==> src/core/sol_pkg.sv <==
// Constants, register map and reset values of the simultaneous output limiter
// Behaviour
// RULE1: Restricted mode staggers channel period starts by half (2 ch) or quarter (4 ch).
// RULE2: Four channels: ceiling 100% none, 75% three, 50% two, 25% one output.
// RULE3: Two channels: three/two-output act unrestricted; one-output caps each at 50%.
// RULE4: Nonzero delay lowers each ceiling by one delay interval of the actual period.
// RULE5: Restricted timing uses channel one period for all channels, whatever its state.
// RULE6: Limited channel drive is the lesser of its upper limit and the ceiling.
// RULE7: Lower limit above the ceiling holds the channel at the ceiling.
// RULE8: Delay between outputs applies only while a restriction is selected.
// RULE9: A configured delay inserts a forced OFF gap between consecutive channel slots.
// RULE10: Actual period equals set period plus one delay per channel.
// RULE11: A disabled channel always drives 0.0%, whatever the ceiling.
// RULE12: Software should pick the restriction before autotuning the loops.
// RULE13: Restriction code 0 none, 1 three, 2 two, 3 one output; default 0.
// RULE14: Delay between outputs ranges 0 to 1000 ms, default 10 ms.
// RULE15: Heating-and-cooling variants never apply the limit.
// RULE16: The limit applies only to channels under PID control.
// RULE17: Each output is ON for its clamped fraction of the period within its slot.
package sol_pkg;

	// Timing
	localparam int unsigned SOL_CLK_PERIOD_NS = 10;
	localparam int unsigned SOL_MS_NS         = 1000000;
	localparam int unsigned SOL_MS_CYCLES     = SOL_MS_NS / SOL_CLK_PERIOD_NS;

	// Field widths
	localparam int SOL_PERIOD_W = 16;
	localparam int SOL_ACT_W    = 17;
	localparam int SOL_MV_W     = 10;
	localparam int SOL_DELAY_W  = 10;

	// Restriction codes
	localparam logic [1:0] SOL_MODE_NONE  = 2'h0;
	localparam logic [1:0] SOL_MODE_THREE = 2'h1;
	localparam logic [1:0] SOL_MODE_TWO   = 2'h2;
	localparam logic [1:0] SOL_MODE_ONE   = 2'h3;

	// Register byte addresses
	localparam logic [7:0] SOL_ADDR_CTRL   = 8'h00;
	localparam logic [7:0] SOL_ADDR_DELAY  = 8'h04;
	localparam logic [7:0] SOL_ADDR_STATUS = 8'h08;
	localparam logic [7:0] SOL_ADDR_ACTUAL = 8'h0c;
	localparam logic [7:0] SOL_ADDR_CH0    = 8'h10;
	localparam logic [7:0] SOL_ADDR_CH_END = 8'h50;
	localparam logic [7:0] SOL_ADDR_ONMS0  = 8'h50;
	localparam logic [7:0] SOL_ADDR_ONMS_E = 8'h60;

	// Offsets inside a channel block
	localparam logic [3:0] SOL_CH_PERIOD = 4'h0;
	localparam logic [3:0] SOL_CH_CFG    = 4'h4;
	localparam logic [3:0] SOL_CH_MV     = 4'h8;
	localparam logic [3:0] SOL_CH_LIMITS = 4'hc;

	// Field positions
	localparam int SOL_CTRL_HEATCOOL_BIT = 2;
	localparam int SOL_CFG_ENABLE_BIT    = 0;
	localparam int SOL_CFG_PID_BIT       = 1;
	localparam int SOL_LIM_LOWER_LSB     = 16;
	localparam int SOL_STAT_RESTRICT_BIT = 8;

	// Reset values and ranges
	localparam logic [1:0]              SOL_RST_MODE   = SOL_MODE_NONE;
	localparam logic [SOL_DELAY_W-1:0]  SOL_RST_DELAY  = 10'h00a;
	localparam logic [SOL_DELAY_W-1:0]  SOL_DELAY_MAX  = 10'h3e8;
	localparam logic [SOL_PERIOD_W-1:0] SOL_RST_PERIOD = 16'h07d0;
	localparam logic [SOL_MV_W-1:0]     SOL_MV_FULL    = 10'h3e8;
	localparam logic [SOL_MV_W-1:0]     SOL_RST_UPPER  = 10'h3e8;
	localparam logic [SOL_MV_W-1:0]     SOL_RST_LOWER  = 10'h000;

endpackage : sol_pkg

==> src/core/sol_limiter.sv <==
// Simultaneous output limiter with AHB-Lite register slave
//
// Added by the designer: the register addresses and the AHB-Lite interface to the registers.
`timescale 1ns/1ps
module sol_limiter
	import sol_pkg::*;
#(
	parameter int          NUM_CH      = 4,
	parameter int unsigned TICK_CYCLES = sol_pkg::SOL_MS_CYCLES
) (
	// Clock and reset
	input  wire logic              sys_clk,
	input  wire logic              reset_n,
	// AHB-Lite slave
	input  wire logic              hsel,
	input  wire logic [31:0]       haddr,
	input  wire logic [1:0]        htrans,
	input  wire logic              hwrite,
	input  wire logic [2:0]        hsize,
	input  wire logic [31:0]       hwdata,
	input  wire logic              hready,
	output logic                   hreadyout,
	output logic [31:0]            hrdata,
	output logic                   hresp,
	// Actuator drive levels
	output logic [NUM_CH-1:0]      ctrl_out
);
	import sol_pkg::*;

	localparam int LOG_CH = $clog2(NUM_CH);
	localparam int TICK_W = $clog2(TICK_CYCLES + 1);

	// Permille of a period, in whole milliseconds
	function automatic logic [SOL_ACT_W-1:0] to_ms(input logic [SOL_MV_W-1:0] permille,
		input logic [SOL_ACT_W-1:0] period);
		logic [26:0] prod;
		logic [26:0] quot;
		prod = 27'(permille) * 27'(period);
		quot = prod / 27'd1000;
		return quot[SOL_ACT_W-1:0];
	endfunction : to_ms

	// Lesser of two millisecond counts
	function automatic logic [SOL_ACT_W-1:0] min_ms(input logic [SOL_ACT_W-1:0] a,
		input logic [SOL_ACT_W-1:0] b);
		return (a < b) ? a : b;
	endfunction : min_ms

	// Software settings
	logic [1:0]              mode;
	logic                    heat_cool;
	logic [SOL_DELAY_W-1:0]  delay_ms;
	logic [SOL_PERIOD_W-1:0] period   [NUM_CH];
	logic                    ch_enable[NUM_CH];
	logic                    ch_pid   [NUM_CH];
	logic [SOL_MV_W-1:0]     mv_in    [NUM_CH];
	logic [SOL_MV_W-1:0]     mv_upper [NUM_CH];
	logic [SOL_MV_W-1:0]     mv_lower [NUM_CH];

	// Bus pipeline state
	logic       wr_pend;
	logic       rd_pend;
	logic [7:0] addr_q;
	logic [31:0] next_rdata;

	// Millisecond enable
	logic [TICK_W-1:0] tick_cnt;
	logic              ms_tick;

	// Address phase and decode
	logic       addr_phase;
	logic       ch_hit;
	logic [1:0] ch_sel;
	logic [3:0] ch_reg;
	logic       onms_hit;
	logic [1:0] onms_sel;
	assign addr_phase = hsel && hready && htrans[1];
	assign ch_sel     = 2'(addr_q[5:4] - 2'h1);
	assign ch_reg     = addr_q[3:0];
	assign ch_hit     = (addr_q >= SOL_ADDR_CH0) && (addr_q < SOL_ADDR_CH_END)
		&& (32'(ch_sel) < 32'(NUM_CH));
	assign onms_sel   = addr_q[3:2];
	assign onms_hit   = (addr_q >= SOL_ADDR_ONMS0) && (addr_q < SOL_ADDR_ONMS_E)
		&& (32'(onms_sel) < 32'(NUM_CH));

	// Reads stall one cycle so a write just before is always seen
	assign hreadyout = !rd_pend;
	assign hresp     = 1'b0;

	// Restriction selection
	logic [1:0]           mode_eff;
	logic                 restrict_on;
	logic [1:0]           quarters;
	logic [SOL_ACT_W-1:0] delay_eff;
	logic [SOL_ACT_W-1:0] actual;
	logic [18:0]          share_prod;
	logic [SOL_ACT_W-1:0] share_ms;
	logic [SOL_ACT_W-1:0] ceiling_ms;

	// Two-channel unit treats three and two outputs as none
	assign mode_eff    = (NUM_CH == 2 && mode != SOL_MODE_ONE) ? SOL_MODE_NONE : mode; // RULE3
	assign restrict_on = (mode_eff != SOL_MODE_NONE) && !heat_cool; // RULE15
	// Ceiling in quarters of the actual period
	assign quarters    = (mode_eff == SOL_MODE_THREE) ? 2'h3 : // RULE2
		(mode_eff == SOL_MODE_TWO) ? 2'h2 :
		(NUM_CH == 2) ? 2'h2 : 2'h1; // RULE3
	assign delay_eff   = restrict_on ? SOL_ACT_W'(delay_ms) : '0; // RULE8
	// Stretched period, common to all channels while restricted
	assign actual      = SOL_ACT_W'(period[0]) + SOL_ACT_W'(delay_eff * SOL_ACT_W'(NUM_CH)); // RULE5 RULE10
	assign share_prod  = 19'(actual) * 19'(quarters);
	assign share_ms    = share_prod[18:2];
	// Delay comes out of each slot, leaving the forced OFF gap
	assign ceiling_ms  = (share_ms > delay_eff) ? share_ms - delay_eff : '0; // RULE4 RULE9

	// Per-channel scheduling
	logic [SOL_ACT_W-1:0] ch_period[NUM_CH];
	logic [SOL_ACT_W-1:0] phase    [NUM_CH];
	logic [SOL_ACT_W-1:0] offset   [NUM_CH];
	logic [SOL_ACT_W-1:0] pos      [NUM_CH];
	logic [SOL_ACT_W-1:0] on_ms    [NUM_CH];
	logic [NUM_CH-1:0]    next_out;

	genvar g;
	generate
		for (g = 0; g < NUM_CH; g++) begin : g_ch
			logic [18:0]          off_prod;
			logic [18:0]          off_shift;
			logic [SOL_MV_W-1:0]  mv_floor;
			logic [SOL_MV_W-1:0]  mv_clamp;
			logic [SOL_ACT_W-1:0] base_ms;
			logic                 limited;

			// Own period unless restricted
			assign ch_period[g] = restrict_on ? actual : SOL_ACT_W'(period[g]); // RULE5
			// Stagger by half or quarter of the actual period
			assign off_prod     = 19'(actual) * 19'(g);
			assign off_shift    = off_prod >> LOG_CH;
			assign offset[g]    = off_shift[SOL_ACT_W-1:0]; // RULE1
			// Position within the staggered slot
			assign pos[g]       = !restrict_on ? phase[g] :
				(phase[0] >= offset[g]) ? phase[0] - offset[g] :
				phase[0] + actual - offset[g]; // RULE1
			// Clamp to lower then upper limit
			assign mv_floor     = (mv_in[g] < mv_lower[g]) ? mv_lower[g] : mv_in[g];
			assign mv_clamp     = (mv_floor > mv_upper[g]) ? mv_upper[g] : mv_floor; // RULE6
			assign base_ms      = to_ms(mv_clamp, ch_period[g]);
			assign limited      = restrict_on && ch_pid[g]; // RULE16
			// Lower limit above ceiling falls out of the min as the ceiling
			assign on_ms[g]     = !ch_enable[g] ? '0 : // RULE11
				limited ? min_ms(base_ms, ceiling_ms) : base_ms; // RULE6 RULE7
			assign next_out[g]  = pos[g] < on_ms[g]; // RULE17

			sol_phase_counter u_phase (
				.sys_clk  (sys_clk),
				.reset_n  (reset_n),
				.ms_tick  (ms_tick),
				.period_ms(ch_period[g]),
				.phase    (phase[g])
			);
		end
	endgenerate

	// Millisecond divider
	always_ff @(posedge sys_clk) begin
		if (!reset_n) begin
			tick_cnt <= '0;
			ms_tick  <= 1'b0;
		end else if (32'(tick_cnt) >= TICK_CYCLES - 1) begin
			tick_cnt <= '0;
			ms_tick  <= 1'b1;
		end else begin
			tick_cnt <= tick_cnt + TICK_W'(1);
			ms_tick  <= 1'b0;
		end
	end

	// Registered drive levels
	always_ff @(posedge sys_clk) begin
		if (!reset_n) begin
			ctrl_out <= '0;
		end else begin
			ctrl_out <= next_out; // RULE17
		end
	end

	// Bus pipeline: capture address phase, stall reads one cycle
	always_ff @(posedge sys_clk) begin
		if (!reset_n) begin
			wr_pend <= 1'b0;
			rd_pend <= 1'b0;
			addr_q  <= '0;
		end else begin
			wr_pend <= addr_phase && hwrite;
			rd_pend <= addr_phase && !hwrite;
			if (addr_phase) begin
				addr_q <= haddr[7:0];
			end
		end
	end

	// Read data captured in the stall cycle
	always_ff @(posedge sys_clk) begin
		if (!reset_n) begin
			hrdata <= '0;
		end else if (rd_pend) begin
			hrdata <= next_rdata;
		end
	end

	// Read mux; unmapped addresses read zero
	always_comb begin
		next_rdata = '0;
		if (addr_q == SOL_ADDR_CTRL) begin
			next_rdata = {29'h0, heat_cool, mode};
		end else if (addr_q == SOL_ADDR_DELAY) begin
			next_rdata = {22'h0, delay_ms};
		end else if (addr_q == SOL_ADDR_STATUS) begin
			next_rdata = {23'h0, restrict_on, 8'(ctrl_out)};
		end else if (addr_q == SOL_ADDR_ACTUAL) begin
			next_rdata = {15'h0, ch_period[0]};
		end else if (ch_hit && ch_reg == SOL_CH_PERIOD) begin
			next_rdata = {16'h0, period[ch_sel]};
		end else if (ch_hit && ch_reg == SOL_CH_CFG) begin
			next_rdata = {30'h0, ch_pid[ch_sel], ch_enable[ch_sel]};
		end else if (ch_hit && ch_reg == SOL_CH_MV) begin
			next_rdata = {22'h0, mv_in[ch_sel]};
		end else if (ch_hit && ch_reg == SOL_CH_LIMITS) begin
			next_rdata = {6'h0, mv_lower[ch_sel], 6'h0, mv_upper[ch_sel]};
		end else if (onms_hit) begin
			next_rdata = {15'h0, on_ms[onms_sel]};
		end
	end

	// Global settings; delay saturates at its top value
	always_ff @(posedge sys_clk) begin
		if (!reset_n) begin
			mode      <= SOL_RST_MODE; // RULE13
			heat_cool <= 1'b0;
			delay_ms  <= SOL_RST_DELAY; // RULE14
		end else if (wr_pend && addr_q == SOL_ADDR_CTRL) begin
			mode      <= hwdata[1:0]; // RULE13
			heat_cool <= hwdata[SOL_CTRL_HEATCOOL_BIT];
		end else if (wr_pend && addr_q == SOL_ADDR_DELAY) begin
			delay_ms  <= (hwdata[31:0] > 32'(SOL_DELAY_MAX)) ? SOL_DELAY_MAX :
				hwdata[SOL_DELAY_W-1:0]; // RULE14
		end
	end

	// Per-channel settings; MV values above full scale saturate
	always_ff @(posedge sys_clk) begin
		if (!reset_n) begin
			for (int i = 0; i < NUM_CH; i++) begin
				period[i]    <= SOL_RST_PERIOD;
				ch_enable[i] <= 1'b0;
				ch_pid[i]    <= 1'b1;
				mv_in[i]     <= '0;
				mv_upper[i]  <= SOL_RST_UPPER;
				mv_lower[i]  <= SOL_RST_LOWER;
			end
		end else if (wr_pend && ch_hit) begin
			for (int i = 0; i < NUM_CH; i++) begin
				if (ch_sel == 2'(i)) begin
					if (ch_reg == SOL_CH_PERIOD) begin
						period[i] <= hwdata[SOL_PERIOD_W-1:0];
					end else if (ch_reg == SOL_CH_CFG) begin
						ch_enable[i] <= hwdata[SOL_CFG_ENABLE_BIT];
						ch_pid[i]    <= hwdata[SOL_CFG_PID_BIT];
					end else if (ch_reg == SOL_CH_MV) begin
						mv_in[i] <= (hwdata[15:0] > 16'(SOL_MV_FULL)) ? SOL_MV_FULL :
							hwdata[SOL_MV_W-1:0];
					end else if (ch_reg == SOL_CH_LIMITS) begin
						mv_upper[i] <= (hwdata[15:0] > 16'(SOL_MV_FULL)) ? SOL_MV_FULL :
							hwdata[SOL_MV_W-1:0];
						mv_lower[i] <= (hwdata[31:16] > 16'(SOL_MV_FULL)) ? SOL_MV_FULL :
							hwdata[SOL_LIM_LOWER_LSB+SOL_MV_W-1:SOL_LIM_LOWER_LSB];
					end
				end
			end
		end
	end

endmodule : sol_limiter

==> src/core/sol_phase_counter.sv <==
// Millisecond phase counter of one control period
`timescale 1ns/1ps
module sol_phase_counter
	import sol_pkg::*;
(
	// Clock and reset
	input  wire logic                 sys_clk,
	input  wire logic                 reset_n,
	// Timing
	input  wire logic                 ms_tick,
	input  wire logic [SOL_ACT_W-1:0] period_ms,
	// Position in period
	output logic      [SOL_ACT_W-1:0] phase
);
	import sol_pkg::*;

	// Wrap on the last millisecond; a shortened period also wraps at once
	logic wrap;
	assign wrap = ({1'b0, phase} + 18'h00001) >= {1'b0, period_ms};

	// Count only on the millisecond enable
	always_ff @(posedge sys_clk) begin
		if (!reset_n) begin
			phase <= '0;
		end else if (ms_tick) begin
			phase <= wrap ? '0 : phase + 17'h00001;
		end
	end

endmodule : sol_phase_counter

==> config.mk <==
export PLATFORM = sky130hd
export DESIGN_NAME = sol_limiter
export DESIGN_NICKNAME = d
export VERILOG_FILES = /design/src/core/sol_pkg.sv /design/src/core/sol_limiter.sv /design/src/core/sol_phase_counter.sv
export SDC_FILE = /design/constraint.sdc
export NUM_CORES = 2
export LEC_CHECK = 0
export ABC_AREA = 1
export BUFFER_PORTS_ARGS = -buffer_cell sky130_fd_sc_hd__buf_2
export CAP_MARGIN = 15
export CORE_ASPECT_RATIO = 0.7
export CORE_UTILIZATION = 35
export CTS_BUF_LIST = sky130_fd_sc_hd__clkbuf_16
export CTS_CLUSTER_DIAMETER = 30
export CTS_CLUSTER_SIZE = 20
export DETAILED_ROUTE_END_ITERATION = 16
export PLACE_DENSITY_LB_ADDON = 0.3
export SLEW_MARGIN = 20
export SYNTH_ARGS = -nofsm -noshare
export SYNTH_HDL_FRONTEND = slang
export SYNTH_SLANG_ARGS = --single-unit
==> constraint.sdc <==
create_clock -name sys_clk -period 50.3 [get_ports sys_clk]
set_input_delay 10.06 -clock sys_clk [delete_from_list [all_inputs] [get_ports sys_clk]]
set_output_delay 10.06 -clock sys_clk [all_outputs]
set_load 0.01 [all_outputs]
* Word-level counts from Yosys, hierarchy flattened
Memories as Yosys holds them, arrays and structs flattened.
Cells that the tools add are included.
** Word-level totals
- Bits of input ports :: 74
- Output and inout bits :: 38
- Bits in registers :: 145
- Memories kept :: 6
- RAM bits :: 192
** Memories
- period :: words 4, bits a word 16, read ports 5, clocked after memory_dff 0, write ports 4, RTL line sol_limiter.sv:53 : logic [SOL_PERIOD_W-1:0] period [NUM_CH];
- mv_in :: words 4, bits a word 10, read ports 5, clocked after memory_dff 0, write ports 4, RTL line sol_limiter.sv:56 : logic [SOL_MV_W-1:0] mv_in [NUM_CH];
- mv_lower :: words 4, bits a word 10, read ports 5, clocked after memory_dff 0, write ports 4, RTL line sol_limiter.sv:58 : logic [SOL_MV_W-1:0] mv_lower [NUM_CH];
- mv_upper :: words 4, bits a word 10, read ports 5, clocked after memory_dff 0, write ports 4, RTL line sol_limiter.sv:57 : logic [SOL_MV_W-1:0] mv_upper [NUM_CH];
- ch_enable :: words 4, bits a word 1, read ports 5, clocked after memory_dff 0, write ports 4, RTL line sol_limiter.sv:54 : logic ch_enable[NUM_CH];
- ch_pid :: words 4, bits a word 1, read ports 5, clocked after memory_dff 0, write ports 4, RTL line sol_limiter.sv:55 : logic ch_pid [NUM_CH];
** Operators by class
- Bitwise operators :: 27
- Muxes and demuxes :: 155
- Multiply operators :: 6
- Reduce and logical (&&, ||, !) cells :: 27
- Divide/modulo/power cells :: 4
- Equality and inequality tests :: 11
- $lt $le $gt $ge :: 34
- $add $sub $neg :: 19
** Operators with widths (count)
- 17-bit two-way mux :: 32
- 10-bit two-way mux :: 24
- 26-bit two-way mux :: 8
- 17-bit less-than comparator :: 8
- 27-bit by 10-bit divider with 27-bit output, second input constant :: 4
- 10-bit by 17-bit multiplier with 27-bit output :: 4
- 17-bit by 1-bit adder with 17-bit output, second input constant :: 5
- 1-bit two-way mux :: 84
- 17-bit by 1-bit adder with 18-bit output, second input constant :: 4
- 18-bit by 17-bit >= comparator with 1-bit output :: 4
- 16-bit two-way mux :: 4
- 10-bit > comparator :: 4
- 10-bit less-than comparator :: 4
- 17-bit binary-select mux with 2-bit select :: 1
- 17-bit by 15-bit subtractor with 17-bit output :: 2
- 17-bit by 16-bit subtractor with 17-bit output :: 2
- 17-bit subtractor :: 2
- 16-bit by 10-bit > comparator with 1-bit output, second input constant :: 2
- 32-bit by 10-bit > comparator with 1-bit output, second input constant :: 1
- 1-bit OR :: 24
- 17-bit by 2-bit multiplier with 19-bit output :: 1
- 17-bit by 2-bit multiplier with 19-bit output, second input constant :: 1
- 1-bit logical AND :: 18
- 16-bit by 12-bit adder with 17-bit output :: 1
- 29 further kinds :: 39

* Longest topological paths before layout
- Depth after elaboration :: 23
- Mapped depth :: 170

* Modules after synthesis
A second synthesis with hierarchy kept.
** Second synthesis, totals
- Cells, all modules :: 11124
- Area, all modules :: 74470.2 um2
** By module, submodules not included
- sol_limiter :: times used 1, area each 67592.3 um2, sequential area each 7156.9 um2, cells each 10061
- sol_phase_counter at g_ch[0].u_phase ... :: times used 3, area each 1752.9 um2, sequential area each 340.3 um2, cells each 266
- sol_phase_counter at g_ch[3].u_phase :: times used 1, area each 1619.1 um2, sequential area each 340.3 um2, cells each 265

* Worst setup path after synthesis
Ideal clock, no wire load.
- Path type :: reg2reg
- From :: reg mode[0]
- To :: reg ctrl_out[3]
- Arrival time :: 18.872 ns
- Path slack :: 31.337 ns
- Stages on the path, launching flop included :: 152
- Setup time :: 0.091 ns
- Period minus slack after synthesis :: 18.963 ns
- Cell sequence :: dfxtp_1 inv_1 ha_1 nor2_1 clkinv_1 clkbuf_8 buf_6 clkbuf_1 nor2_1 ha_1 a21oi_1 nand2_1 a21oi_1 o21bai_1 a21oi_1 o21bai_1 nand2_1 nand2_1 [116 not listed] nor2_1 a211oi_1 o221ai_1 nand2_1 nand3_1 a221oi_1 nand2_2 buf_4 nand3_1 nand3_1 ha_1 a21oi_1 nor2_1 a211oi_1 o221ai_1 nand2_1 o2111ai_1 a311oi_1
** Between the ends
- Word-level cells in the longest chain between the ends :: 12
** RTL lines
- from (decl) :: RTL line sol_limiter.sv:50 : logic [1:0] mode;
- from (signal assigned) :: RTL line sol_limiter.sv:241 : mode <= hwdata[1:0];
- 2-bit nonzero test :: RTL line sol_limiter.sv:102 : assign restrict_on = (mode_eff != SOL_MODE_NONE) && !heat_cool;
- 1-bit logical AND :: RTL line sol_limiter.sv:102
- 10-bit two-way mux :: RTL line sol_limiter.sv:107 : assign delay_eff = restrict_on ? SOL_ACT_W'(delay_ms) : '0;
- 16-bit by 12-bit adder with 17-bit output :: RTL line sol_limiter.sv:109 : assign actual = SOL_ACT_W'(period[0]) + SOL_ACT_W'(delay_eff * SOL_ACT_W'(NUM_CH));
- 17-bit two-way mux / 17-bit by 2-bit multiplier with 19-bit output (equally long branches) :: RTL line sol_limiter.sv:134, sol_limiter.sv:110
- 10-bit by 17-bit multiplier with 27-bit output (tied with other cells) :: RTL line sol_limiter.sv:38 : prod = 27'(permille) * 27'(period);
- 27-bit by 10-bit divider with 27-bit output / 17-bit two-way mux (equally long branches) :: RTL line sol_limiter.sv:39, sol_limiter.sv:113
- 17-bit less-than comparator :: RTL line sol_limiter.sv:46 : return (a < b) ? a : b;
- 17-bit two-way mux :: RTL line sol_limiter.sv:46
- 17-bit two-way mux :: RTL line sol_limiter.sv:150 : limited ? min_ms(base_ms, ceiling_ms) : base_ms;
- 17-bit two-way mux :: RTL line sol_limiter.sv:149 : assign on_ms[g] = !ch_enable[g] ? '0 :
- 17-bit less-than comparator * :: RTL line sol_limiter.sv:151 : assign next_out[g] = pos[g] < on_ms[g];
- to (signal assigned) :: RTL line sol_limiter.sv:182 : ctrl_out <= next_out;
- to (decl) :: RTL line sol_limiter.sv:26 : output logic [NUM_CH-1:0] ctrl_out
Every way passes the cells marked *; elsewhere a longest branch is shown, timed or not.
A chain may end at the register's enable or synchronous reset.

* Worst setup path after layout
- From :: reg mode[0]
- To :: reg hrdata[3]
** Between the ends
- Word-level cells in the longest chain between the ends :: 23
** RTL lines
- 2-bit nonzero test :: RTL line sol_limiter.sv:102
- 1-bit logical AND :: RTL line sol_limiter.sv:102
- 10-bit two-way mux :: RTL line sol_limiter.sv:107
- 16-bit by 12-bit adder with 17-bit output :: RTL line sol_limiter.sv:109
- 17-bit two-way mux / 17-bit by 2-bit multiplier with 19-bit output (equally long branches) :: RTL line sol_limiter.sv:134, sol_limiter.sv:110
- 10-bit by 17-bit multiplier with 27-bit output (tied with other cells) :: RTL line sol_limiter.sv:38
- 27-bit by 10-bit divider with 27-bit output / 17-bit two-way mux (equally long branches) :: RTL line sol_limiter.sv:39, sol_limiter.sv:113
- 17-bit less-than comparator :: RTL line sol_limiter.sv:46
- [7 not listed]
- 26-bit two-way mux :: RTL line sol_limiter.sv:227 : end else if (ch_hit && ch_reg == SOL_CH_LIMITS) begin
- 26-bit two-way mux :: RTL line sol_limiter.sv:225 : end else if (ch_hit && ch_reg == SOL_CH_MV) begin
- 26-bit two-way mux :: RTL line sol_limiter.sv:223 : end else if (ch_hit && ch_reg == SOL_CH_CFG) begin
- 26-bit two-way mux :: RTL line sol_limiter.sv:221 : end else if (ch_hit && ch_reg == SOL_CH_PERIOD) begin
- 26-bit two-way mux * :: RTL line sol_limiter.sv:219 : end else if (addr_q == SOL_ADDR_ACTUAL) begin
- 26-bit two-way mux * :: RTL line sol_limiter.sv:217 : end else if (addr_q == SOL_ADDR_STATUS) begin
- 26-bit two-way mux * :: RTL line sol_limiter.sv:215 : end else if (addr_q == SOL_ADDR_DELAY) begin
- 26-bit two-way mux * :: RTL line sol_limiter.sv:213 : if (addr_q == SOL_ADDR_CTRL) begin
- to (signal assigned) :: RTL line sol_limiter.sv:206 : hrdata <= next_rdata;
- to (decl) :: RTL line sol_limiter.sv:23 : output logic [31:0] hrdata,
Every way passes the cells marked *; elsewhere a longest branch is shown, timed or not. The select of a mux whose other input is x is not followed.

==> results.txt <==
----------------------------------------------------
[Run status]
  Run status ... complete, no violations

[CTS]
  Setup fix buffers added after clock tree synthesis ... 0
  Worst-Skew Late Latency ... 0.67 ns
  Deepest level of the CTS H-tree ... 3
  Clock-pin slew reported for the worst setup and hold paths after clock tree synthesis ... 0.05 ns
  Clock sink total ... 331
  TritonCTS clock tree ... yes
  Root Buffer Master ... clkbuf_16
  Maximum count of clock buffers along a single path ... 3
  Clock buffer count from CTS ... 77
  CTS-repair resized insts ... 0
  Count of hold-fix buffers inserted at cts ... 0

[Layout]
  Layout cells sized above 1 ... 0.121
  Nets ... 12100
  Area added between synthesis and finish ... 8.90%
  Filler Cell Count ... 21600

[Route]
  Overall routed net length ... 276000 microns
  Vias ... 72600
  Met3 wire length ... 32800 microns
  Routed WL per cell ... 20.3 microns
  Post-DR vias/cell ... 5.32
  Amount of wire on met2 after detailed routing ... 105000 microns
  Remaining design rule violation count ... 0
  Top Metal Used ... met5
  Iter 0 DRT Violations ... 8333
  Detailed-router iteration count before antenna repair ... 7
  Antenna-violating nets left ... 0
  Total routed wire length on the met1 layer ... 131000 microns

[Synth]
  Number of synthesized register bits ... 331
  Synthesized instance count ... 10700
  Distinct cells, synth ... 94
  Number of warnings printed during yosys synthesis ... 0
  Netlist Area Pre-Place ... 0.0719 sq mm
  Dominant cell by count in the synthesized netlist ... nand2_1
  Ranking of synthesized cells by area ... fa_1, nand2_1, ha_1
  Commonest cells post-synth ... nand2_1, inv_1, nor2_1, ha_1, nand3_1
  Proportion of netlist area held by the largest area contributor ... 0.135
  Cell type with the highest aggregate area in the netlist ... fa_1
  Number of synthesized flops with an enable pin ... 189
  Share of synthesized area occupied by flip-flops and latches ... 0.119
  Async set-reset flop share out of synthesis ... 0
  Avg Cell Area, Syn ... 6.69 sq um
  Main flop type after synthesis ... edfxtp_1

[Timing]
  Crit share post-route ... 0.501
  Max transition margin ... 0.181
  Final-report hold violation count ... 0
  Min Clock Period, post-route ... 25.19 ns
  Top achievable clock speed ... 0.0397 GHz
  Pin slew with the least headroom to its limit ... 1.22 ns
  Setup TNS Final ... 0 ns
  Final Max Slew Viols ... 0
  Setup skew after layout ... 0.0574 ns
  Unrepaired setup endpoints after global routing ... no
  Count of endpoints failing setup in the final report ... 0

[Placed design]
  Port bufs ... 76
  Sum of net half-perimeters after detailed placement ... 230000 microns
  Routability cong. ... 1.02

[Global route]
  Gr usage total ... 0.261
  Antenna violations before repair ... 20
  Via count of the first global-routing pass ... 66800
  Largest net degree at the start of global routing ... 96
  Global route total overflow ... 0
  Wire length of the first global-routing pass ... 413000 microns

[Hold path]
  Worst Hold Launch ... tick_cnt[0]
  Destination of the worst hold path ... tick_cnt[0]
  Hold Path Stages ... 1
  Type of the most critical hold path ... flip-flop to flip-flop

[Setup path]
  Arrival time at the worst endpoint ... 25.70 ns
  Max stage delay on crit path ... 0.73 ns
  Crit path capture type ... flip-flop
  FF-to-FF Start ... mode[0]
  Capturing point of the worst reg2reg path ... hrdata[3]
  Kind of critical path ... flip-flop to flip-flop
  Critical path's top delay family ... simple AND/OR/NAND/NOR gates
  Peak fanout along the critical path ... 61
  Endpoint required time on the critical path ... 50.81 ns
  Cell type with the highest occurrence count on the critical path ... nand2_1
  Slack of the worst reg-to-reg path ... 25.11 ns
  Element type at the critical path start ... flip-flop
  R2R cell count ... 145
  Crit path max-delay cell type ... nor2_1
  Combined buffer and inverter count along the critical path ... 14
  Worst setup path startpoint ... mode[0]

[Run]
  Number of max-cap violations ... 0

[Die]
  # rows ... 138
  DIE AREA ... 0.207 sq mm
  Ports ... 112
  Placeable core area ... 0.203 sq mm
  Die span in x ... 544 microns
  Die Y ... 381 microns
  Initial Utilization ... 0.354

----------------------------------------------------
cell type report:
cell class	instances	area, sq um	area share
Antenna cell	4	10.0	0.000128
Clock buffer	79	1980	0.0253
Clock inverter	65	684	0.00875
Inverter	1808	6850	0.0875
Multi-Input combinational cell	8409	55400	0.708
Sequential cell	331	8520	0.109
Tap cell	2730	3420	0.0437
Timing Repair Buffer	208	1370	0.0175
flip-flops by register name, indices dropped and copies added, names as in the netlist, 8 cells and up:
name                flops
g_ch.u_phase.phase     68
period                 64
mv_in                  40
mv_lower               40
mv_upper               40
hrdata                 26
tick_cnt               17
delay_ms               10
addr_q                  8
worst register-to-register path, delay by kind of cell, from the launching register on:
kind,cells,cell delay [ns]
AND/OR/NAND/NOR,107,16.03
flip-flops,1,0.36
adder cells (fa/ha/maj),9,3.76
buffers and inverters,14,2.43
AO/OA/AOI/OAI,15,2.53
worst max path at each step:
stage / endpoint / slack, ns / depth (start not counted)
final: hrdata[3] / 25.11 / 145
after CTS: hrdata[3] / 25.60 / 145
after global routing: hrdata[3] / 23.56 / 144
after floorplan: ctrl_out[3] / 31.34 / 151
after detailed placement: hrdata[3] / 25.64 / 145
after global placement: hrdata[3] / 25.60 / 145
stage by stage:
stage	instance area, sq um	std cells	hold slack (ns)	util	setup slack [ns]
after floorplan	71900	10800	0.418	-	31.34
after global placement	75500	13500	0.424	0.372	25.60
after detailed placement	75500	13500	0.437	0.372	25.64
after CTS	78200	13600	0.447	0.385	25.60
after global routing	78200	13600	0.468	0.385	23.56
final	78300	13600	0.444	0.385	25.11
routing by layer:
metal  up-vias  global-route usage
met5         -                   0
met4         6              0.0624
met3       343              0.0605
met2      3253               0.355
met1     34200               0.404
li1      34700                   -
cells by family (layout without fill, tap and decap cells):
logic type | Yosys count | in the layout | share of synthesized area
buffers and inverters | 2011 | 2160 | 0.112
XOR/XNOR | 327 | 327 | 0.0399
flip-flops | 331 | 331 | 0.119
other | 1 | 11 | 0.0000522
adder cells (fa/ha/maj) | 1177 | 1177 | 0.255
AO/OA/AOI/OAI | 1561 | 1561 | 0.127
AND/OR/NAND/NOR | 5337 | 5337 | 0.347
cell usage in the layout (no fill, tap or decap), types with 86 or more instances in the layout:
cell	netlist	routed
xor2_1	273	271
o21ai_1	147	158
nand2_4	127	127
edfxtp_1	189	189
nand4_1	149	149
o21ai_0	371	351
a21oi_1	616	613
inv_1	1634	1645
nand2_2	283	283
buf_4	8	132
fa_1	483	483
nand2_1	2532	2532
nor2_2	82	86
ha_1	694	693
nand3_2	110	110
dfxtp_1	142	141
nor2_1	1126	1120
nand3_1	633	633
inv_2	142	144
Power is left out: the tool's default activity adds up to more than one toggle a clock period on the data nets, which glitch-free logic cannot reach.
